`src/shared/timer_global_params.svh`:
```
/*
 * Register offsets, field positions and reset values of the global
 * control block shared by four timer slices.
 * Assumes inclusion from the design module only.
 */
`ifndef TIMER_GLOBAL_PARAMS_SVH
`define TIMER_GLOBAL_PARAMS_SVH

`define ADDR_W              8
`define OFF_GLOBAL_CONFIG   8'h00
`define OFF_GLOBAL_STATUS   8'h04
`define OFF_GLOBAL_IDLE_SET 8'h08
`define OFF_GLOBAL_IDLE_CLR 8'h0C

`define CFG_PRESC_CLR_LSB   0
`define CFG_CLK_SEL_LSB     4
`define CFG_SUSPEND_LSB     8
`define CFG_INPUT_EN_LSB    10
`define CFG_XFER_TYPE_LSB   14
`define CFG_WRITABLE_MASK   32'h0000FF37
`define CFG_RESET           32'h00000000

`define STAT_IDLE_LSB       0
`define STAT_PRESC_RUN_BIT  8
`define IDLE_SET_STOP_BIT   8
`define IDLE_SET_ALIGN_BIT  9
`define IDLE_CLR_RUN_BIT    8

`define IDLE_RESET          4'hF
`define PRESC_RUN_RESET     1'b0

`endif

```
`src/shared/timer_global_pkg.sv`:
```
/*
 * Types for the global control block of the timer slices.
 * Assumes the params header is on the include path.
 */
`default_nettype none

package timer_global_pkg;
    typedef enum logic [1:0] {
        xfer_period_compare,
        xfer_with_prescaler,
        xfer_reserved,
        xfer_with_dither
    } xfer_type_t;

    typedef struct packed {
        logic period_compare;
        logic prescaler;
        logic dither;
    } xfer_kind_t;
endpackage

`default_nettype wire

```
`src/rtl/timer_global_ctrl.sv`:
```
/*
 * Global control and status of four timer slices: input-driven shadow
 * transfer enables and type, per-slice idle state, prescaler run state,
 * and the write-one commands that idle, stop, start or realign them.
 * Registers: configuration, status, idle-set and idle-clear words; the
 * two command words read back as zero.
 *
 * Assumes a simple register port on clk: one-cycle write and read
 * strobes, read data registered and valid in the cycle after the read,
 * no wait states. The slices and the prescaler sit outside and act on
 * slice_clk_en, the prescaler outputs and the transfer request outputs;
 * gating a slice clock leaves that slice's registers untouched.
 * Every input is synchronous to clk.
 */
// The strobed register port and the register addresses were decided locally.
// Behaviour
// - slice 1 input enable lets input request slice 1 transfers
// - slice 2 input enable lets input request slice 2 transfers
// - slice 3 input enable lets input request slice 3 transfers
// - two-bit type field picks which values an input request moves
// - type field acts only on slices whose input enable is set
// - config bits 3, 7:6 and 31:16 read zero
// - status bits 0..3 show per-slice idle, one means idle
// - idle slice has its clocks stopped
// - status bit 8 shows prescaler running
// - reserved status and idle-set bits read zero
// - writing one to idle-set bit n idles slice n
// - entering idle keeps slice register contents
// - idle-set slice bits always read zero
// - prescaler stop command clears run state, keeps registers
// - realign command clears prescaler and reloads slice values
// - realign leaves prescaler run state untouched
// - idle-clear bit n restarts slice n, reads zero
// - run-set command in idle-clear starts prescaler, reads zero
`include "timer_global_params.svh"
`default_nettype none

module timer_global_ctrl
    import timer_global_pkg::*;
(
    input  wire logic                clk,
    input  wire logic                resetn,
    input  wire logic [`ADDR_W-1:0]  addr,
    input  wire logic [31:0]         wdata,
    input  wire logic                wr,
    input  wire logic                rd,
    output logic      [31:0]         rdata,
    input  wire logic                multichannel_xfer_request_input,
    input  wire logic [3:0]          slice_sw_xfer_request,
    output logic      [3:0]          slice_xfer_request,
    output logic      [3:0]          slice_xfer_period_compare,
    output logic      [3:0]          slice_xfer_prescaler,
    output logic      [3:0]          slice_xfer_dither,
    output logic      [3:0]          slice_clk_en,
    output logic                     prescaler_running,
    output logic                     prescaler_realign_cmd,
    output logic      [2:0]          prescaler_clear_mode,
    output logic      [1:0]          prescaler_clk_select,
    output logic      [1:0]          suspend_mode
);

    // registered state and its next value
    logic [31:0] config_q;
    logic [31:0] config_d;
    logic [3:0]  idle_q;
    logic [3:0]  idle_d;
    logic        run_q;
    logic        run_d;
    logic        realign_q;
    logic        realign_d;
    logic [31:0] rdata_q;
    logic [31:0] rdata_d;
    logic [3:0]  xfer_req_q;
    logic [3:0]  xfer_req_d;
    logic [3:0]  xfer_pc_q;
    logic [3:0]  xfer_pc_d;
    logic [3:0]  xfer_ps_q;
    logic [3:0]  xfer_ps_d;
    logic [3:0]  xfer_di_q;
    logic [3:0]  xfer_di_d;

    // decoded strobes and fields
    logic        wr_cfg;
    logic        wr_iset;
    logic        wr_iclr;
    logic [3:0]  idle_set_bits;
    logic [3:0]  idle_clr_bits;
    logic        prescaler_stop_cmd;
    logic        prescaler_run_set_cmd;
    logic        realign_strobe;
    logic [3:0]  input_en;
    logic [3:0]  hw_req;
    xfer_type_t  xfer_type;
    xfer_kind_t  kind;

    // exact match of a register offset
    function automatic logic hit(input logic [`ADDR_W-1:0] a,
                                 input logic [`ADDR_W-1:0] off);
        return a == off;
    endfunction

    // write-one slice bits of a selected command word
    function automatic logic [3:0] slice_cmd(input logic        sel,
                                             input logic [31:0] d);
        return sel ? d[`STAT_IDLE_LSB +: 4] : 4'h0;
    endfunction

    // one command bit of a selected write
    function automatic logic cmd_bit(input logic        sel,
                                     input logic [31:0] d,
                                     input int          pos);
        return sel && d[pos];
    endfunction

    // status word: idle flags and run state, rest zero
    function automatic logic [31:0] status_word(input logic [3:0] idle,
                                                input logic       run);
        logic [31:0] w;
        w                      = 32'h00000000;
        w[`STAT_IDLE_LSB +: 4] = idle;
        w[`STAT_PRESC_RUN_BIT] = run;
        return w;
    endfunction

    function automatic xfer_kind_t kind_of(input xfer_type_t t);
        xfer_kind_t k;
        k = '0;
        unique case (t)
            xfer_period_compare: k.period_compare = 1'b1;
            xfer_with_prescaler: begin
                k.period_compare = 1'b1;
                k.prescaler      = 1'b1;
            end
            xfer_reserved:       k = '0;
            xfer_with_dither: begin
                k.period_compare = 1'b1;
                k.prescaler      = 1'b1;
                k.dither         = 1'b1;
            end
        endcase
        return k;
    endfunction

    // register selects
    assign wr_cfg  = wr && hit(addr, `OFF_GLOBAL_CONFIG);
    assign wr_iset = wr && hit(addr, `OFF_GLOBAL_IDLE_SET);
    assign wr_iclr = wr && hit(addr, `OFF_GLOBAL_IDLE_CLR);

    assign idle_set_bits         = slice_cmd(wr_iset, wdata);
    assign idle_clr_bits         = slice_cmd(wr_iclr, wdata);
    assign prescaler_stop_cmd    = cmd_bit(wr_iset, wdata,
                                           `IDLE_SET_STOP_BIT);
    assign prescaler_run_set_cmd = cmd_bit(wr_iclr, wdata,
                                           `IDLE_CLR_RUN_BIT);
    assign realign_strobe        = cmd_bit(wr_iset, wdata,
                                           `IDLE_SET_ALIGN_BIT);

    // configuration fields
    assign input_en  = config_q[`CFG_INPUT_EN_LSB +: 4];
    assign xfer_type = xfer_type_t'(config_q[`CFG_XFER_TYPE_LSB +: 2]);
    assign kind      = kind_of(xfer_type);
    assign prescaler_clear_mode = config_q[`CFG_PRESC_CLR_LSB +: 3];
    assign prescaler_clk_select = config_q[`CFG_CLK_SEL_LSB +: 2];
    assign suspend_mode         = config_q[`CFG_SUSPEND_LSB +: 2];

    always_comb begin
        config_d = config_q;
        if (wr_cfg) begin
            config_d = wdata & `CFG_WRITABLE_MASK;
        end
    end

    always_ff @(posedge clk or negedge resetn) begin
        if (!resetn) begin
            config_q <= `CFG_RESET;
        end else begin
            config_q <= config_d;
        end
    end

    // idle clear per slice
    // clear wins over set on one slice
    always_comb begin
        idle_d = idle_q;
        for (int i = 0; i < 4; i++) begin
            if (idle_clr_bits[i]) begin
                idle_d[i] = 1'b0;
            end else if (idle_set_bits[i]) begin
                idle_d[i] = 1'b1;
            end
        end
    end

    always_ff @(posedge clk or negedge resetn) begin
        if (!resetn) begin
            idle_q <= `IDLE_RESET;
        end else begin
            idle_q <= idle_d;
        end
    end

    always_comb begin
        run_d = run_q;
        if (prescaler_run_set_cmd) begin
            run_d = 1'b1;
        end else if (prescaler_stop_cmd) begin
            run_d = 1'b0;
        end
    end

    always_ff @(posedge clk or negedge resetn) begin
        if (!resetn) begin
            run_q <= `PRESC_RUN_RESET;
        end else begin
            run_q <= run_d;
        end
    end

    // realign pulse out
    // one cycle wide; counter reload happens outside
    always_comb begin
        realign_d = realign_strobe;
    end

    always_ff @(posedge clk or negedge resetn) begin
        if (!resetn) begin
            realign_q <= 1'b0;
        end else begin
            realign_q <= realign_d;
        end
    end

    assign hw_req = {4{multichannel_xfer_request_input}} & input_en;

    always_comb begin
        xfer_req_d = slice_sw_xfer_request | hw_req;
    end

    // reserved type still raises the request
    always_comb begin
        xfer_pc_d = hw_req & {4{kind.period_compare}};
        xfer_ps_d = hw_req & {4{kind.prescaler}};
        xfer_di_d = hw_req & {4{kind.dither}};
    end

    always_ff @(posedge clk or negedge resetn) begin
        if (!resetn) begin
            xfer_req_q <= 4'h0;
        end else begin
            xfer_req_q <= xfer_req_d;
        end
    end

    always_ff @(posedge clk or negedge resetn) begin
        if (!resetn) begin
            xfer_pc_q <= 4'h0;
            xfer_ps_q <= 4'h0;
            xfer_di_q <= 4'h0;
        end else begin
            xfer_pc_q <= xfer_pc_d;
            xfer_ps_q <= xfer_ps_d;
            xfer_di_q <= xfer_di_d;
        end
    end

    // command bits zero
    // no wait states: data stands one cycle after rd
    always_comb begin
        rdata_d = 32'h00000000;
        if (rd) begin
            unique case (addr)
                `OFF_GLOBAL_CONFIG:   rdata_d = config_q;
                `OFF_GLOBAL_STATUS:   rdata_d = status_word(idle_q, run_q);
                `OFF_GLOBAL_IDLE_SET: rdata_d = 32'h00000000;
                `OFF_GLOBAL_IDLE_CLR: rdata_d = 32'h00000000;
                default:              rdata_d = 32'h00000000;
            endcase
        end
    end

    always_ff @(posedge clk or negedge resetn) begin
        if (!resetn) begin
            rdata_q <= 32'h00000000;
        end else begin
            rdata_q <= rdata_d;
        end
    end

    assign slice_clk_en              = ~idle_q;
    assign prescaler_running         = run_q;
    assign prescaler_realign_cmd     = realign_q;
    assign rdata                     = rdata_q;
    assign slice_xfer_request        = xfer_req_q;
    assign slice_xfer_period_compare = xfer_pc_q;
    assign slice_xfer_prescaler      = xfer_ps_q;
    assign slice_xfer_dither         = xfer_di_q;

endmodule

`default_nettype wire

```
`config.mk`:
```
export PLATFORM = sky130hd
export DESIGN_NAME = timer_global_ctrl
export DESIGN_NICKNAME = d
export VERILOG_FILES = /design/src/shared/timer_global_pkg.sv /design/src/rtl/timer_global_ctrl.sv
export VERILOG_INCLUDE_DIRS = /design/src /design/src/shared
export SDC_FILE = /design/constraint.sdc
export NUM_CORES = 1
export LEC_CHECK = 0
export ABC_AREA = 0
export BUFFER_PORTS_ARGS = -buffer_cell sky130_fd_sc_hd__buf_4
export CORE_MARGIN = 2
export CORE_UTILIZATION = 46
export CTS_BUF_LIST = sky130_fd_sc_hd__clkbuf_4
export CTS_CLUSTER_SIZE = 40
export DETAILED_ROUTE_END_ITERATION = 8
export GPL_ROUTABILITY_DRIVEN = 0
export MAX_ROUTING_LAYER = met4
export PLACE_DENSITY = 0.82
export SKIP_CTS_REPAIR_TIMING = 1
export SLEW_MARGIN = 40
export SYNTH_ARGS = -nofsm -noshare
export SYNTH_HDL_FRONTEND = slang
export SYNTH_SLANG_ARGS = --single-unit
```
`constraint.sdc`:
```
create_clock -name clk -period 1.1 [get_ports clk]
set_input_delay 0.22 -clock clk [delete_from_list [all_inputs] [get_ports clk]]
set_output_delay 0.22 -clock clk [all_outputs]
set_load 0.02 [all_outputs]
```
==> results.md <==
- STA puts the critical path data arrival time at 1.11 ns.
- The share of the cycle needed by the critical path after routing is 121%.
- The peak supply drop is 0.779 mV.
- The first global-routing pass estimated 6720 um of wire.
- The number of enable-type register cells in the synthesized netlist is 0.
- The total global-route track usage is 18.0%.
- The number of synthesis warnings is 0.
- The worst endpoint required time is 0.88 ns.
- The power density relative to cell area is 1110 nW/um^2.
- The post-synthesis sequential element count is 49.
- The critical path's slowest cell is dfstp_2.
- The number of endpoints with negative hold slack in the final report is 0.
- The HPWL reported at the end of detailed placement is 3330 um.
- During I/O placement, the number of pins put on the boundary was 110.
- The cell chosen for the clock root is clkbuf_4.
- Of the post-synthesis cell area, the dominant cell type holds 55.1%.
- The initial antenna violation count was 0.
- STA classifies the critical path startpoint as a flip-flop.
- In this run, CTS created clock tree buffers numbering 5.
- The post-synthesis to final-layout area growth is 41.4%.
- The initial DRC count is 46.
- The clock tree skew after final layout is 0.00950 ns.
- The cell with the most instances after synthesis is dfrtp_1.
- The count of buffers added on input and output ports is 73.
- The number of global-route vias before repair is 1422.
- The floorplan core area is 4320 sq um.
- The longest clock path from root to sink contains 2 buffers.
- 0 antenna diodes ended up in the layout.
- The count of nets left with antenna violations after detail routing is 0.
- Entering global routing, the biggest net connects 22 pins.
- The final total power is 3.20 mW.
- The number of max-cap violations is 0.
- Timing would allow up to 753 MHz.
- After floorplanning, the core was divided into 24 placement rows.
- The multi-input combinational cells in the finished layout cover a total of 659 sq um.
- The total number of vias is 1386.
- The final reports fail on negative setup slack.
- Setup repair after global routing could not meet its margin everywhere.
- The clock latency at the later pin of the worst-skew pair is 0.38 ns.
- The fraction of final layout cells with drive strength greater than 1 is 50.4%.
- In this run the horizontal extent of the chip is 70.6 um.
- By area the synthesized netlist is led by dfrtp_1 55%, buf_4 9.2%, mux2_4 7.4%.
- The minimum clock period after layout is 1.33 ns.
- The synthesized instance count is 156.
- The setup slack after placement is -0.385 ns.
- The CTS tree is done.
- The area enclosed by the die boundary is 4990 sq um.
- Wires add up to 4300 um.
- After filler insertion, the fill cell instance count of the layout stands at 316.
- The max-slew violation count was 0.
- The routed wire length per instance is 14.6 um.
- Clock-pin slew was measured on the worst setup and hold paths at 0.15 ns.
- For this run, design rule violations remaining after detail routing come to 0.
- In the final layout, flip-flops and latches occupy 1230 sq um.
- The register area share after synthesis is 60.3%.
- The post-synthesis area per instance is 13.1 sq um.
- The detail-routed via count per cell is 4.71.
- The post-layout net count is 290.
- The number of different library cells used by synthesis comes to 26.
- The total grt overflow is 0.
- The critical path goes through inv_2 > buf_6.
- The cell taking the most area after synthesis is dfrtp_1.
- The clock net in this run drives a total of 49 sinks.
- The maximum fanout along the worst path is 2.
- The total leakage power is 1.58 nW.
- The most used flip-flop cell after synthesis is dfrtp_1.
- The flow ran to the end, but the final reports show violations.
- After synthesis, the most frequently instantiated cells are 45 x dfrtp_1, 25 x buf_4, 14 x nor2_1, 10 x mux2_4, 9 x and2_1.
- On the worst path, the slowest cell contributes a delay of 0.57 ns.
- The first-pass iteration count of the detailed router is 6.
- The worst hold path belongs to the class input port to flip-flop.
- After synthesis, the share of flip-flops with an asynchronous set or reset is 100%.
- The level count of the clock H-tree is 2.
- The summed instance area of the synthesized netlist is 2040 sq um.
- The final number of setup-violating endpoints is 43.
- Across all setup checks in the final design, the least slack found is -0.228 ns.
- The critical path is of the flip-flop to primary output type.
- The floorplan die height is 70.6 um.
- The critical path capture point type is a primary output.
- The initial cell density of the core is 47.2%.
## state kept, by name, indices dropped and copies added, names as in the netlist
name,flops
slice_xfer_dither,4
config_q,13
slice_xfer_request,4
rdata,14
prescaler_running,1
slice_xfer_prescaler,4
idle_q,4
prescaler_realign_cmd,1
slice_xfer_period_compare,4
## worst max-delay path, delay by kind of cell (launching register included)
family,cells,cell delay [ns]
flops,1,0.57
buf+inv,2,0.16
## placed cells by master, fill, tap and decap left out, types with 4 or more instances in the layout
| cell type | synthesis | layout |
|---|---|---|
| dfrtp_1 | 45 | 45 |
| buf_4 | 25 | 44 |
| buf_6 | 1 | 42 |
| conb_1 | 1 | 18 |
| nor2_1 | 14 | 14 |
| mux2_4 | 10 | 10 |
| and2_1 | 9 | 9 |
| mux2i_1 | 8 | 8 |
| nand2_1 | 7 | 7 |
| nand4_1 | 5 | 5 |
| clkbuf_4 | 0 | 5 |
| inv_2 | 0 | 4 |
| and3_1 | 4 | 4 |
| nand2b_1 | 4 | 4 |
| mux2_2 | 4 | 4 |
| dfstp_2 | 4 | 4 |
## report_power, final
| group | internal, mW | switching, mW | leakage (nW) |
|---|---|---|---|
| registers | 1.85 | 0.0363 | 0.659 |
| logic | 0.216 | 0.232 | 0.885 |
| clock network | 0.266 | 0.603 | 0.0322 |
| total | 2.33 | 0.872 | 1.58 |
## cells by family (layout without fill, tap and decap cells)
kind of cell           after synthesis  after routing  share of synthesized area, %
other                                1             18                         0.184
AND/OR/NAND/NOR                     52             52                          15.1
multiplexers                        22             22                          13.5
buffers and inverters               32            101                          10.9
flip-flops                          49             49                          60.3
## final timing paths
path / to / depth (start not counted) / start / slack, ns
max in group asynchronous: slice_xfer_dither[3]$_DFF_PN0_ / 3 / resetn / 0.44
min in group asynchronous: config_q[8]$_DFFE_PN0P_ / 2 / resetn / 0.22
worst max register to register: config_q[9]$_DFFE_PN0P_ / 3 / config_q[9]$_DFFE_PN0P_ / 0.06
worst max-delay path: slice_clk_en[3] / 2 / idle_q[3]$_DFFE_PN1P_ / -0.23
worst min-delay path: slice_xfer_request[1]$_DFF_PN0_ / 2 / slice_sw_xfer_request[1] / 0.02
worst min register to register: idle_q[1]$_DFFE_PN1P_ / 2 / idle_q[1]$_DFFE_PN1P_ / 0.52
## metal layers
metal  vias up  part of all wire (%)  global-route usage (%)  wire length, um
met1       689                    38                    22.0             1640
met4         0                   1.4                    5.66               61
met5         -                     0                       -                0
li1        639                     -                       -                -
met3         4                   5.2                    3.70              222
met2        54                    55                    30.3             2380
## per-stage QoR
stage / utilization [%] / setup TNS [ns] / hold slack, ns / area [sq um] / std cells
6_report: 66.8 / -2.13 / 0.0223 / 2890 / 294
5_1_grt: 66.8 / -3.72 / 0.00467 / 2890 / 294
4_1_cts: 61.8 / -3.41 / -0.329 / 2670 / 288
3_5_place_dp: 60.4 / -10.66 / 0.0937 / 2610 / 280
3_3_place_gp: 60.4 / -8.91 / 0.0923 / 2610 / 280
2_1_floorplan: - / -5.87 / -0.0756 / 2110 / 173
## area by class of cell
cell class,count,area share (%)
clock buffers,5,1.30
clock inverters,3,0.867
inverters,4,0.520
multi-input cells,92,22.8
flip-flops and latches,49,42.7
well taps,52,2.25
repair buffers,89,29.6
Power figures use the tool's default switching activity.
